==> src/gsl_cfg.svh <==
// Purpose: Constants for the pin and status indicator mux
// Assumes: 100 MHz clock
// Notes:   Mode codes, timing counts, reset values
`ifndef GSL_CFG_SVH
`define GSL_CFG_SVH
`define GSL_NUM_PINS        3
`define GSL_MODE_INPUT      2'h0
`define GSL_MODE_PUSH_PULL  2'h1
`define GSL_MODE_OPEN_DRAIN 2'h2
`define GSL_MODE_INDICATOR  2'h3
`define GSL_CLK_MHZ         100
`define GSL_ACT_MS          80
`define GSL_ACT_CYCLES      (`GSL_ACT_MS * 1000 * `GSL_CLK_MHZ)
`define GSL_OUT_RESET       3'h0
`define GSL_MODE_RESET      6'h0
`endif

==> src/gsl_pkg.sv <==
// Purpose: Types for the pin and status indicator mux
// Assumes: Constants come from gsl_cfg.svh
// Notes:   Types only
package gsl_pkg;
  typedef enum logic [1:0] {
    GSL_PIN_INPUT,
    GSL_PIN_PUSH_PULL,
    GSL_PIN_OPEN_DRAIN,
    GSL_PIN_INDICATOR
  } gsl_pin_mode_type;
  typedef enum logic [1:0] {
    GSL_ACT_SOLID,
    GSL_ACT_OFF,
    GSL_ACT_HOLD
  } gsl_act_state_type;
endpackage

==> src/gsl_act_if.sv <==
// Purpose: Carries activity blink signals between blink unit and top
// Assumes: Single clock domain
// Notes:   Top drives inputs, blink unit drives indicator level
`timescale 1ns/1ns
interface gsl_act_if;
  logic link_up;
  logic activity;
  logic lit_n;
  modport blinker (input link_up, input activity, output lit_n);
  modport top     (output link_up, output activity, input lit_n);
endinterface

==> src/gsl_act_blink.sv <==
// Purpose: Link and activity indicator blink sequencer
// Assumes: Activity is a same-clock pulse or level
// Notes:   Off phase then minimum solid phase, each a counted period
`timescale 1ns/1ns
`include "gsl_cfg.svh"
module gsl_act_blink
  import gsl_pkg::*;
#(
  parameter int unsigned ACT_CYCLES = `GSL_ACT_CYCLES
) (
  input  wire logic  clk,
  input  wire logic  reset,
  gsl_act_if.blinker act
);
  gsl_act_state_type state_r;
  gsl_act_state_type state_nxt;
  logic [31:0]       cnt_r;
  logic [31:0]       cnt_nxt;
  logic              lit_n_r;
  logic              lit_n_nxt;
  wire               cnt_done = (cnt_r == ACT_CYCLES - 32'h1);

  always_comb begin
    state_nxt = state_r;
    cnt_nxt   = cnt_r + 32'h1;
    lit_n_nxt = 1'b1;
    case (state_r)
      GSL_ACT_SOLID: begin
        cnt_nxt   = 32'h0;
        lit_n_nxt = ~act.link_up;
        if (act.link_up && act.activity) begin
          state_nxt = GSL_ACT_OFF;
          lit_n_nxt = 1'b1;
        end
      end
      GSL_ACT_OFF: begin
        lit_n_nxt = 1'b1;
        if (!act.link_up) begin
          state_nxt = GSL_ACT_SOLID;
          cnt_nxt   = 32'h0;
        end else if (cnt_done) begin
          state_nxt = GSL_ACT_HOLD;
          cnt_nxt   = 32'h0;
          lit_n_nxt = 1'b0;
        end
      end
      GSL_ACT_HOLD: begin
        lit_n_nxt = ~act.link_up;
        if (!act.link_up || cnt_done) begin
          state_nxt = GSL_ACT_SOLID;
          cnt_nxt   = 32'h0;
        end
      end
      default: begin
        state_nxt = GSL_ACT_SOLID;
        cnt_nxt   = 32'h0;
      end
    endcase
  end

  always_ff @(posedge clk or posedge reset) begin
    if (reset) begin
      state_r <= GSL_ACT_SOLID;
      cnt_r   <= 32'h0;
      lit_n_r <= 1'b1;
    end else begin
      state_r <= state_nxt;
      cnt_r   <= cnt_nxt;
      lit_n_r <= lit_n_nxt;
    end
  end

  assign act.lit_n = lit_n_r;
endmodule

==> src/gsl_gpio_led_mux.sv <==
// Purpose: Three general pins muxed with active-low status indicators
// Assumes: Mode and out values from the config register, status from PHY/MAC
// Notes:   Pin inputs pass three flip-flops; pad resolves level from enable
`timescale 1ns/1ns
`include "gsl_cfg.svh"
module gsl_gpio_led_mux
  import gsl_pkg::*;
#(
  parameter int unsigned NUM_PINS   = `GSL_NUM_PINS,
  parameter int unsigned ACT_CYCLES = `GSL_ACT_CYCLES
) (
  input  wire logic                  clk,
  input  wire logic                  reset,
  input  wire logic [2*NUM_PINS-1:0] pin_mode,
  input  wire logic [NUM_PINS-1:0]   pin_out_value,
  output logic      [NUM_PINS-1:0]   pin_in_value,
  input  wire logic                  link_up,
  input  wire logic                  negotiating,
  input  wire logic                  speed_100,
  input  wire logic                  full_duplex,
  input  wire logic                  activity,
  output logic      [NUM_PINS-1:0]   status_indicators_n,
  input  wire logic [NUM_PINS-1:0]   pin_i,
  output logic      [NUM_PINS-1:0]   pin_o,
  output logic      [NUM_PINS-1:0]   pin_oe
);
  gsl_act_if act_bus ();

  logic [NUM_PINS-1:0] sync1_r;
  logic [NUM_PINS-1:0] sync2_r;
  logic [NUM_PINS-1:0] in_r;
  logic [NUM_PINS-1:0] pin_o_r;
  logic [NUM_PINS-1:0] pin_oe_r;
  logic                speed_n_r;
  logic                duplex_n_r;
  logic [NUM_PINS-1:0] ind_n;

  wire speed_n_nxt  = ~(link_up && !negotiating && speed_100);
  wire duplex_n_nxt = ~(link_up && full_duplex);

  assign act_bus.link_up  = link_up && !negotiating;
  assign act_bus.activity = activity;

  gsl_act_blink #(
    .ACT_CYCLES (ACT_CYCLES)
  ) u_blink (
    .clk   (clk),
    .reset (reset),
    .act   (act_bus)
  );

  always_ff @(posedge clk or posedge reset) begin
    if (reset) begin
      speed_n_r  <= 1'b1;
      duplex_n_r <= 1'b1;
    end else begin
      speed_n_r  <= speed_n_nxt;
      duplex_n_r <= duplex_n_nxt;
    end
  end

  always_comb begin
    ind_n = '1;
    ind_n[0] = speed_n_r;
    if (NUM_PINS > 1) begin
      ind_n[1 % NUM_PINS] = act_bus.lit_n;
    end
    if (NUM_PINS > 2) begin
      ind_n[2 % NUM_PINS] = duplex_n_r;
    end
  end

  assign status_indicators_n = ind_n;

  genvar g;
  generate
    for (g = 0; g < NUM_PINS; g++) begin : g_pin
      wire [1:0] mode     = pin_mode[2*g +: 2];
      wire       is_ind   = (mode == `GSL_MODE_INDICATOR);
      wire       is_pp    = (mode == `GSL_MODE_PUSH_PULL);
      wire       is_od    = (mode == `GSL_MODE_OPEN_DRAIN);
      wire       o_nxt    = is_ind ? 1'b0 : (is_pp & pin_out_value[g]);
      wire       oe_nxt   = is_ind ? ~ind_n[g]
                          : (is_pp | (is_od & ~pin_out_value[g]));
      wire       in_nxt   = is_ind ? 1'b0 : sync2_r[g];

      always_ff @(posedge clk or posedge reset) begin
        if (reset) begin
          sync1_r[g]  <= 1'b0;
          sync2_r[g]  <= 1'b0;
          in_r[g]     <= 1'b0;
          pin_o_r[g]  <= 1'b0;
          pin_oe_r[g] <= 1'b0;
        end else begin
          sync1_r[g]  <= pin_i[g];
          sync2_r[g]  <= sync1_r[g];
          in_r[g]     <= in_nxt;
          pin_o_r[g]  <= o_nxt;
          pin_oe_r[g] <= oe_nxt;
        end
      end
    end
  endgenerate

  assign pin_in_value = in_r;
  assign pin_o        = pin_o_r;
  assign pin_oe       = pin_oe_r;
endmodule

==> config.mk <==
export PLATFORM = sky130hd
export DESIGN_NAME = gsl_gpio_led_mux
export DESIGN_NICKNAME = d
export VERILOG_FILES = /design/src/gsl_pkg.sv /design/src/gsl_act_if.sv /design/src/gsl_act_blink.sv /design/src/gsl_gpio_led_mux.sv
export VERILOG_INCLUDE_DIRS = /design/src
export SDC_FILE = /design/constraint.sdc
export NUM_CORES = 1
export LEC_CHECK = 0
export ABC_CLOCK_PERIOD_IN_PS = 1900
export BUFFER_PORTS_ARGS = -buffer_cell sky130_fd_sc_hd__buf_2
export CORE_MARGIN = 1
export CORE_UTILIZATION = 54
export CTS_BUF_LIST = sky130_fd_sc_hd__clkbuf_4 sky130_fd_sc_hd__clkbuf_8
export DETAILED_ROUTE_END_ITERATION = 10
export GPL_ROUTABILITY_DRIVEN = 1
export PLACE_DENSITY = 0.78
export SLEW_MARGIN = 20
export SYNTH_ARGS = -nofsm -noshare
export SYNTH_HDL_FRONTEND = slang
export SYNTH_SLANG_ARGS = --single-unit
==> constraint.sdc <==
create_clock -name clk -period 1.9 [get_ports clk]
set_input_delay 0.38 -clock clk [delete_from_list [all_inputs] [get_ports clk]]
set_output_delay 0.38 -clock clk [all_outputs]
set_load 0.05 [all_outputs]
# Word-level counts from Yosys, hierarchy flattened
# Index checks and enable logic that the tools add are counted.
# W data, S select, Z words.
dict set report word_totals {
  elab_cells 85
  in_bits 19
  output_inout_bits 12
  reg_bits 52
}
dict set report classes {
  mux 22
  n_bitwise 18
  reduce_logical 9
  n_eq_ne 15
  addsub 1
}
# operator n
set op_table {}
lappend op_table {{$mux W32} 3}
lappend op_table {{$pmux W32 S2} 1}
lappend op_table {{$add A32 B1 Y32 const B} 1}
lappend op_table {{$eq A32 B23 Y1 const B} 1}
lappend op_table {{$eq A2 B2 Y1 const B} 7}
lappend op_table {{$mux W1} 12}
lappend op_table {{$not A1 Y1} 9}
lappend op_table {{$eq A2 B1 Y1 const B} 4}
lappend op_table {{$mux W2} 4}
lappend op_table {{$and A1 B1 Y1} 6}
lappend op_table {{$pmux W2 S3} 1}
lappend op_table {{$logic_and A1 B1 Y1} 4}
lappend op_table {{$ne A2 B1 Y1 const B} 2}
lappend op_table {{$ne A3 B3 Y1 const B} 1}
lappend op_table {{$or A1 B1 Y1} 3}
lappend op_table {{$pmux W1 S3} 1}
lappend op_table {{$reduce_and A3 Y1} 1}
lappend op_table {{$logic_not A1 Y1} 2}
lappend op_table {{$logic_not A2 Y1} 1}
lappend op_table {{$logic_or A1 B1 Y1} 1}

# Longest topological paths before layout
# Gate-level depths: netlist of the first run.
dict set report logic_depth {
  depth_word 6
  mapped_depth 9
}

# By module
# From an unflattened synthesis of the first run, not the netlist that was laid out.
dict set report unflattened {
  cells_unflattened 252
  area_unflattened_um2 2529.9
}
# mod cells_each instances area_each_um2 seq_area_each_um2
set by_module_without_submodules {}
lappend by_module_without_submodules {gsl_act_blink 211 1 1964.4 877.1}
lappend by_module_without_submodules {gsl_gpio_led_mux 41 1 565.5 427.9}

# Worst setup path after synthesis of the first run
# Ideal clock, no wire load.
dict set report synth_path {
  path_type {register to register}
  from {register u_blink.cnt_r[0]}
  to {register u_blink.cnt_r[9]}
  setup_time_ps 119
  t_arrival_ps 1704
  setup_slack_ps 77
  path_stages_with_launch 10
  path_cell_list {dfrtp_1 -> ha_1 -> and3_1 -> buf_4 -> nand3_4 -> or3_1 -> buf_6 -> nand3_4 -> buf_6 -> nor2_1}
}
dict set report synth_between {
  elab_chain_cells 4
  elab_cells_between_ends 7
  cone_classes {add/sub (1); eq/ne (1); mux (4); reduce/logical (1)}
}
# element line
set synth_lines {}
lappend synth_lines {{start, declared} gsl_act_blink.sv:17} ;# logic [31:0] cnt_r;
lappend synth_lines {{start signal, assigned} gsl_act_blink.sv:68} ;# cnt_r <= cnt_nxt;
lappend synth_lines {{$add A32 B1 Y32 / $eq A32 B23 Y1 (equally long branches)} {gsl_act_blink.sv:25, gsl_act_blink.sv:21}}
lappend synth_lines {{$mux W32 / $logic_or A1 B1 Y1 (equally long branches)} {gsl_act_blink.sv:41, gsl_act_blink.sv:49}}
lappend synth_lines {{$mux W32 (on tied branches)} {gsl_act_blink.sv:38, gsl_act_blink.sv:49}}
lappend synth_lines {{$pmux W32 S2 *} gsl_act_blink.sv:27} ;# case (state_r)
lappend synth_lines {{net u_blink.cnt_nxt[9]} gsl_act_blink.sv:18} ;# logic [31:0] cnt_nxt;
# The timed path passes the listed nets; every way through them passes the cells marked *.
# A chain may end at the register's enable or synchronous reset.

# Final worst setup path of the first run
dict set report layout_path {
  from {register u_blink.cnt_r[14]}
  to {register u_blink.state_r[0]}
}
dict set report layout_between {
  elab_chain_cells 4
  elab_cells_between_ends 5
  cone_classes {eq/ne (3); reduce/logical (2)}
}
# element line
set layout_lines {}
lappend layout_lines {{$eq A32 B23 Y1 *} gsl_act_blink.sv:21} ;# wire cnt_done = (cnt_r == ACT_CYCLES - 32'h1);
lappend layout_lines {{$logic_or A1 B1 Y1} gsl_act_blink.sv:49} ;# if (!act.link_up || cnt_done) begin
lappend layout_lines {{$ne A2 B1 Y1 (no line)} -}
lappend layout_lines {{$reduce_and A3 Y1 (no line) *} -}
lappend layout_lines {{end signal, assigned} gsl_act_blink.sv:67} ;# state_r <= state_nxt;
lappend layout_lines {{end, declared} gsl_act_blink.sv:15} ;# gsl_act_state_type state_r;
# Every way passes the cells marked *; elsewhere a longest branch is shown, timed or not.

==> run_results.csv, run 1 <==
group,metric,value,unit
status,status,"finished clean",
critical_path,reg2reg_depth,5,
critical_path,critPathArrivalTime,2.06,ns
cts,cts_tree,"built",
floorplan,core,0.004384,mm²
cts,clock_latency,0.31,ns
final_layout,antenna_cells,0,
detailed_routing,wl,4831,µm
placed_design,dp_slack,0.04009,ns
placed_design,dp_hpwl,3511,µm
timing,min_period,1.833,ns
final_layout,post-route-util,67.75,%
floorplan,start_util,56.68,%
timing,finalSetupTns,0,ns
final_layout,area_growth,19.54,%
grt,grt_pass1_vias,1858,
critical_path,endpoint_kind,"register",
detailed_routing,drtIter0Drc,147,
critical_path,path_class,"reg2reg",
critical_path,worstPathRequired,2.12,ns
power,power.switching,0.6129,mW
cts,clock-sinks,52,
cts,clk_pin_slew_worst_paths,0.10,ns
cts,cts_max_level,2,
critical_path,worst-path-max-fanout,5,
logic_synthesis,synth_edf_count,0,
logic_synthesis,synthArstFlopShare,100.0,%
power,seq_power_share,54.8,%
power,power_frac_comb,14.7,%
job,timing.max_cap.violations,0,
timing,fin_crit_sh,96.48,%
placed_design,portBuffers,30,
logic_synthesis,ys_types,38,
logic_synthesis,synth_seq_area_share,52.52,%
power,p_leak,1.307,nW
floorplan,die_h,69.84,µm
detailed_routing,ant_nets,0,
timing,slew_headroom,67.23,%
timing,skew,0.007379,ns
grt,antenna_found_initial,0,
logic_synthesis,synthTopCellsByArea,"dfrtp_1 49%, xor2_1 6.0%, nor2_1 5.3%",
floorplan,ios,31,
worst_hold_path,holdCritPathClass,"in2async",
cts,numCtsBuffers,5,
logic_synthesis,ys_warn_count,0,
critical_path,startpoint_type,"register",
logic_synthesis,syn_area_per_cell,10.40,µm²
detailed_routing,vias,1882,
grt,grt_pass1_wl,8376,µm
power,sw_frac_of_total,28.73,%
final_layout,nNetsFinal,315,
power,peakVddDrop,0.0006065,V
timing,final.setup.worst_slack,0.06694,ns
logic_synthesis,netlist_top_cells_count,"49 x dfrtp_1, 35 x nor2_1, 20 x nand2_1",
grt,grt_usage,22.09,%
logic_synthesis,netlist_instances,239,
logic_synthesis,synthesis.nets,263,
timing,hold_ws,0.07665,ns
power,clkPwrFrac,30.4,%
power,cell_internal_pwr,1.520,mW
final_layout,fill_cells,339,
detailed_routing,drc,0,
detailed_routing,routedWlPerCell,14.04,µm
timing,drv_slew,0,
logic_synthesis,synth_area,0.002485,mm²
power,p_per_area,718.2,mW/mm²
cts,cts-root-buf,"clkbuf_8",
floorplan,die_area,0.004877,mm²
cts,clockBufferDepth,2,
placed_design,place.gp.congestion,0.8259,
grt,grt_max_degree,32,
timing,timing.fmax,0.5455,GHz
final_layout,final_cells,344,
final_layout,drive_above_1_share,27.05,%
detailed_routing,drtPass1Iterations,4,
logic_synthesis,synth_top_area_cell,"dfrtp_1",
logic_synthesis,netlist.area_leader.share,49.35,%
logic_synthesis,yosysMostFrequentCell,"dfrtp_1",
floorplan,die_w,69.84,µm
logic_synthesis,synth-seq-cells,52,
placed_design,placedCellCount,336,
timing,tightest_slew,0.4908,ns
final_layout,fin_area,0.002970,mm²
placed_design,place_area,0.002844,mm²
power,p_total,2.133,mW
floorplan,rows,24,
grt,grt-ovfl-total,0,
detailed_routing,vias_per_cell,5.471,
timing,setup_viol,0,
logic_synthesis,synth_ff_type,"dfrtp_1",
timing,hold_viol_final,0,
cells by family (layout without fill, tap and decap cells):
kind of cell / after synthesis / in the layout / share of synthesized area [%]
xor gates and xnor gates: 26 / 26 / 9.164
and+or+nand+nor: 112 / 112 / 24.62
adders and majority gates: 5 / 5 / 2.518
DFF: 52 / 52 / 52.52
AOI/OAI and AO/OA: 27 / 27 / 6.999
buffers and inverters: 17 / 70 / 4.179
layout by cell type (no fill, tap or decap), types with 9 or more instances in the layout:
| cell type | synthesis | layout |
|---|---|---|
| dfrtp_1 | 49 | 49 |
| buf_2 | 2 | 30 |
| nand3_1 | 11 | 11 |
| nor2_1 | 35 | 35 |
| buf_4 | 4 | 21 |
| xnor2_1 | 9 | 9 |
| nand2_1 | 20 | 20 |
| nand4_1 | 13 | 13 |
| xor2_1 | 17 | 17 |
| a21oi_1 | 10 | 10 |
sequential cells by signal, indices dropped and copies added, names as in the netlist:
name,count
u_blink.cnt_r,32
pin_in_value,3
pin_o,3
pin_oe,3
sync1_r,3
sync2_r,3
u_blink.state_r,2
duplex_n_r,1
speed_n_r,1
u_blink.act.lit_n,1
critical path, stage by stage (launching register included):
cell and delay (ns):
dfrtp_1 0.40, nor4b_2 0.33, nand4_1 0.18, or3_4 0.46
a21o_1 0.20, a21oi_1 0.18
power groups by stage:
stage                     registers [mW]  logic [mW]  clock network, mW
after floorplan                     1.24       0.182                  0
after detailed placement            1.19       0.306                  0
after global routing                1.17       0.341              0.715
after CTS                           1.17       0.309              0.667
after global placement              1.19       0.301                  0
final                               1.17       0.314              0.650
per-layer routing:
| layer | GRT usage (%) | share of wire [%] |
|---|---|---|
| met3 | 5.814 | 4.3 |
| met4 | 9.111 | 1.5 |
| met5 | 0 | 0 |
| met2 | 34.83 | 50 |
| met1 | 29.02 | 44 |
layout make-up:
class,instances,area [µm²],area share (%)
Timing Repair Buffer,54,367.9,12.38
Clock buffer,5,68.82,2.317
Tap cell,52,65.06,2.190
Clock inverter,3,26.28,0.8846
Inverter,8,30.03,1.011
Multi-Input combinational cell,170,1107,37.28
Sequential cell,52,1305,43.93
final timing paths:
path,start,endpoint,slack [ns]
setup reg to reg,u_blink.cnt_r[14],u_blink.state_r[0],0.07
min in group clk,pin_i[0],sync1_r[0],0.17
setup / recovery,u_blink.cnt_r[14],u_blink.state_r[0],0.07
hold / removal,reset,pin_oe[0],0.08
max in group asynchronous,reset,duplex_n_r,1.22
hold reg to reg,sync1_r[2],sync2_r[2],0.36
repair_timing:
item,in CTS,in global routing
setup endpoints to repair,0,25
setup buffers,0,0
hold buffers,0,0
gates resized for setup,0,5
Power figures use the tool's default switching activity.
==> run 2, diff against run 1 <==
==> constraint.sdc (replaced) <==
create_clock -name clk -period 1.9 [get_ports clk]
set_input_delay 0.19 -clock clk [delete_from_list [all_inputs] [get_ports clk]]
set_output_delay 0.19 -clock clk [all_outputs]
set_load 0.05 [all_outputs]
==> run_results.csv, run 2 (synthesized netlist as in run 1, its figures left out) <==
group,metric,value,unit
status,status,"finished clean",
timing,hold_viol_final,0,
worst_hold_path,holdCritPathClass,"in2reg",
final_layout,fin_area,0.003053,mm²
final_layout,fill_cells,331,
power,p_per_area,702.2,mW/mm²
placed_design,portBuffers,30,
grt,grt-ovfl-total,0,
detailed_routing,vias,1932,
cts,clk_pin_slew_worst_paths,0.10,ns
final_layout,largest_register_ffs,32,
final_layout,nNetsFinal,324,
critical_path,worst-path-max-fanout,11,
job,timing.max_cap.violations,0,
timing,tightest_slew,0.3797,ns
timing,slew_headroom,74.49,%
final_layout,drive_above_1_share,27.57,%
floorplan,core,0.004384,mm²
cts,cts_tree,"built",
final_layout,final_common_cell,"dfrtp_1",
placed_design,dp_hpwl,3645,µm
detailed_routing,drtPass1Iterations,4,
floorplan,start_util,56.68,%
grt,grt_pass1_wl,8921,µm
critical_path,endpoint_kind,"register",
power,peakVddDrop,0.0004578,V
cts,clock_latency,0.31,ns
timing,final.setup.worst_slack,0.04091,ns
detailed_routing,drc,0,
final_layout,layout_common_cells,"48 x dfrtp_1, 35 x nor2_1, 30 x buf_2, 24 x buf_4, 20 x nand2_1",
timing,setup_viol,0,
timing,timing.fmax,0.5379,GHz
grt,grtUsageMet3,4.651,%
timing,drv_slew,0,
timing,fin_crit_sh,97.85,%
floorplan,rows,24,
detailed_routing,vias_per_cell,5.473,
detailed_routing,routedWlPerCell,14.36,µm
cts,clockBufferDepth,2,
critical_path,worstPathRequired,2.10,ns
grt,grt_use_met2,39.00,%
critical_path,path_class,"reg2reg",
power,p_leak,1.326,nW
final_layout,regMostFlops,"u_blink.cnt_r",
detailed_routing,ant_nets,0,
grt,grt_usage,23.27,%
grt,use_met1,29.82,%
critical_path,critPathArrivalTime,2.05,ns
floorplan,die_w,69.84,µm
grt,grt_pass1_vias,1970,
floorplan,die_area,0.004877,mm²
power,p_total,2.144,mW
critical_path,startpoint_type,"register",
cts,cts_max_level,2,
final_layout,antenna_cells,0,
final_layout,area_growth,22.86,%
grt,grt_max_degree,53,
detailed_routing,wl,5069,µm
grt,antenna_found_initial,0,
cts,clock-sinks,52,
floorplan,ios,31,
placed_design,place.gp.congestion,0.8894,
timing,min_period,1.859,ns
placed_design,dp_slack,-0.002495,ns
timing,skew,0.008054,ns
placed_design,place_area,0.002859,mm²
cts,cts-root-buf,"clkbuf_8",
cts,numCtsBuffers,5,
grt,grt_busiest_layer,"met2",
floorplan,die_h,69.84,µm
detailed_routing,drtIter0Drc,173,
run 2: path summary, 6_finish.rpt:
path,endpoint,depth (start not counted),slack (ns),startpoint
worst max-delay path,u_blink.cnt_r[13],6,0.04,u_blink.cnt_r[12]
worst min-delay path,duplex_n_r,2,0.006,link_up
worst max register to register,u_blink.cnt_r[13],6,0.04,u_blink.cnt_r[12]
worst min register to register,sync2_r[2],0,0.35,sync1_r[2]
max in group asynchronous,duplex_n_r,4,1.12,reset
min in group asynchronous,sync1_r[1],4,0.48,reset
run 2: where the power goes:
group	internal [mW]	leakage (nW)	switching [mW]
Combinational	0.105	0.594	0.214
Sequential	1.15	0.686	0.0183
Clock	0.269	0.0452	0.385
run 2: repair_timing:
item	in CTS	in global routing
pin swaps	0	1
hold buffers	6	0
resized for setup	1	5
hold endpoints to repair	54	0
endpoints found under the setup margin	16	25
cloned	0	0
buffers inserted	0	1
run 2: through the flow:
| step | utilization (%) | std cells | hold slack (ns) | TNS (ns) |
|---|---|---|---|---|
| after global routing | 69.63 | 353 | 0.009439 | -0.07961 |
| after CTS | 68.84 | 352 | 0.001342 | 0 |
| final | 69.63 | 353 | 0.005719 | 0 |
| after detailed placement | 65.21 | 338 | 0.2610 | -0.002495 |
| after global placement | 65.21 | 338 | 0.2527 | 0 |
| after floorplan | - | 239 | 0.2214 | 0 |
run 2: layer usage:
metal / part of all wire, % / up-vias
li1: - / 940
met1: 44 / 940
met2: 51 / 41
met3: 3.1 / 11
met4: 1.6 / 0
met5: 0 / -
run 2: critical path, cell delays in order (launching register included):
cell	delay [ns]
dfrtp_1	0.44
nor4b_2	0.28
nand4_1	0.19
or3_4	0.46
nand3_4	0.16
buf_12	0.15
nor2_1	0.06
run 2: layout make-up:
cell class | count | area (µm²) | area share, %
well taps | 52 | 65.06 | 2.131
repair buffers | 63 | 450.4 | 14.75
multi-input cells | 170 | 1107 | 36.27
inverters | 8 | 30.03 | 0.9836
clock inverters | 3 | 25.02 | 0.8197
clock buffers | 5 | 68.82 | 2.254
flip-flops and latches | 52 | 1306 | 42.79
==> run 3, diff against run 2 <==
- ABC_AREA: not set -> 1
- BUFFER_PORTS_ARGS: -buffer_cell sky130_fd_sc_hd__buf_2 -> not set
- CORE_UTILIZATION: 54 -> 59
- DONT_BUFFER_PORTS: not set -> 1
==> run_results.csv, run 3 <==
group,metric,value,unit
status,status,"finished clean",
logic_synthesis,yosysMostFrequentCell,"nand2_1",
detailed_routing,drtPass1Iterations,6,
grt,grt_usage,25.39,%
logic_synthesis,syn_area_per_cell,8.222,µm²
final_layout,area_growth,10.55,%
final_layout,regMostFlops,"u_blink.cnt_r",
timing,setup_viol,0,
floorplan,rows,24,
critical_path,worst-path-max-fanout,16,
critical_path,startpoint_type,"register",
logic_synthesis,synth_area,0.002763,mm²
critical_path,cp_slowest_cell,"dfrtp_1",
logic_synthesis,synth-seq-cells,52,
power,p_total,2.273,mW
logic_synthesis,ys_warn_count,0,
floorplan,die_w,70.43,µm
cts,clockBufferDepth,2,
timing,hold_viol_final,0,
detailed_routing,vias_per_cell,5.485,
logic_synthesis,netlist_instances,336,
timing,min_period,1.749,ns
placed_design,dp_hpwl,3774,µm
power,peakVddDrop,0.0005910,V
floorplan,core,0.004414,mm²
detailed_routing,wl,5801,µm
detailed_routing,drtIter0Drc,113,
logic_synthesis,synthTopCellsByArea,"dfrtp_1 44%, nand2_1 10%, nor2_1 8.8%",
final_layout,layout_common_cells,"76 x nand2_1, 65 x nor2_1, 49 x dfrtp_1, 35 x inv_1, 16 x dlygate4sd3_1",
critical_path,crit_chain,"ha_1 -> nand2_1 -> nor2_4 -> nand2_2 -> nor2_2 -> nand2_2 -> nand3_2 -> nor2_1",
placed_design,portBuffers,0,
timing,final.setup.worst_slack,0.1510,ns
timing,timing.fmax,0.5717,GHz
cts,cts_resized,0,
placed_design,place.gp.congestion,0.8296,
logic_synthesis,synthArstFlopShare,100.0,%
timing,slew_headroom,58.39,%
logic_synthesis,synth_ff_type,"dfrtp_1",
power,p_leak,1.244,nW
timing,drv_slew,0,
detailed_routing,vias,2238,
worst_hold_path,holdCritPathClass,"in2reg",
cts,numCtsBuffers,5,
logic_synthesis,ys_types,32,
cts,cts-root-buf,"clkbuf_8",
final_layout,nNetsFinal,379,
detailed_routing,drc,0,
critical_path,endpoint_kind,"register",
cts,cts_setup_buffers,0,
cts,clock-sinks,52,
final_layout,final_common_cell,"nand2_1",
cts,cts_tree,"built",
critical_path,slowest_delay,0.42,ns
cts,clk_pin_slew_worst_paths,0.09,ns
cts,cts_max_level,2,
final_layout,antenna_cells,0,
grt,grt_pass1_vias,2229,
grt,grt_max_degree,53,
grt,antenna_found_initial,0,
detailed_routing,ant_nets,0,
detailed_routing,routedWlPerCell,14.22,µm
critical_path,critPathArrivalTime,1.98,ns
job,timing.max_cap.violations,0,
power,p_per_area,744.3,mW/mm²
cts,clock_latency,0.31,ns
critical_path,path_class,"reg2reg",
placed_design,dp_slack,0.09366,ns
critical_path,cp_common_cell,"nand2_2",
timing,finalSetupTns,0,ns
floorplan,ios,31,
logic_synthesis,synthesis.nets,360,
timing,fin_crit_sh,92.06,%
logic_synthesis,netlist_top_cells_count,"76 x nand2_1, 65 x nor2_1, 49 x dfrtp_1",
floorplan,start_util,62.59,%
logic_synthesis,synth_top_area_cell,"dfrtp_1",
timing,skew,0.005037,ns
logic_synthesis,synth_seq_area_share,47.24,%
grt,grt_pass1_wl,9880,µm
logic_synthesis,synth_edf_count,0,
critical_path,worstPathRequired,2.13,ns
final_layout,drive_above_1_share,9.831,%
timing,tightest_slew,0.6219,ns
logic_synthesis,netlist.area_leader.share,44.38,%
floorplan,die_h,70.43,µm
grt,grt-ovfl-total,0,
floorplan,die_area,0.004960,mm²
timing,rsz0062_at_grt,"no",
final_layout,largest_register_ffs,32,
[run 3: changes by cell type in the layout (fill, tap and decap cells not counted), moves of 4 or more]
cell,previous run,this run
and3_1,6,0
buf_2,30,0
buf_4,24,0
dlygate4sd3_1,6,16
inv_1,7,35
nand2_1,20,76
nand2_2,0,4
nand4_1,13,6
nor2_1,35,65
nor2_2,0,4
nor3_1,7,14
xnor2_1,9,4
[run 3: kinds of logic after synthesis]
family	count (synthesis)	share of synthesized area, %
flip-flops	52	47.24
AND/OR/NAND/NOR	196	33.24
buffers and inverters	44	7.201
XOR/XNOR	18	5.706
adder cells (fa/ha/maj)	5	2.264
AO/OA/AOI/OAI	21	4.347
[run 3: metrics by stage]
step / hold slack, ns / utilization, % / area, µm² / cells
after floorplan: 0.2214 / - / 2763 / 336
after global placement: 0.1401 / 63.24 / 2791 / 383
after detailed placement: 0.1445 / 63.24 / 2791 / 383
after CTS: 0.05288 / 68.96 / 3044 / 407
after global routing: 0.06015 / 69.19 / 3054 / 408
final: 0.05520 / 69.19 / 3054 / 408
[run 3: metal layers]
layer  part of all wire [%]  GRT usage [%]  vias to the layer above
met5                      0              0                        -
met3                    5.6          4.906                       13
met4                    2.0          9.556                        0
li1                       -              -                     1092
met2                     50          41.80                       75
met1                     43          33.14                     1058
[run 3: report_power, final]
| group | internal (mW) | switching [mW] |
|---|---|---|
| Clock | 0.292 | 0.360 |
| Sequential | 1.17 | 0.128 |
| Combinational | 0.118 | 0.204 |
| Total | 1.58 | 0.692 |
[run 3: path summary, 6_finish.rpt]
kind / slack [ns] / end / cells after the start / startpoint
setup / recovery: 0.15 / u_blink.cnt_r[28] / 8 / u_blink.cnt_r[0]
setup reg to reg: 0.15 / u_blink.cnt_r[28] / 8 / u_blink.cnt_r[0]
max in group asynchronous: 1.24 / duplex_n_r / 3 / reset
min in group asynchronous: 0.37 / sync2_r[0] / 3 / reset
hold / removal: 0.06 / pin_oe[0] / 2 / pin_mode[0]
hold reg to reg: 0.36 / sync2_r[2] / 0 / sync1_r[2]
[run 3: final cells by class]
cell class	count	area [µm²]
fillers	337	1360
flip-flops and latches	52	1305
multi-input cells	241	1269
repair buffers	17	180.2
inverters	38	142.6
clock buffers	7	83.83
well taps	52	65.06
clock inverters	1	8.758
[run 3: repair_timing]
action | 4_1_cts | 5_1_grt
hold buffers | 16 | 0
setup endpoints to repair | 0 | 9
hold endpoints to repair | 63 | 0
[run 3: worst max-delay path, delay by kind of cell, from the launching register on]
| kind | cells | cell delay (ns) |
|---|---|---|
| DFF | 1 | 0.42 |
| and+or+nand+nor | 7 | 1.03 |
| adders and majority gates | 1 | 0.22 |
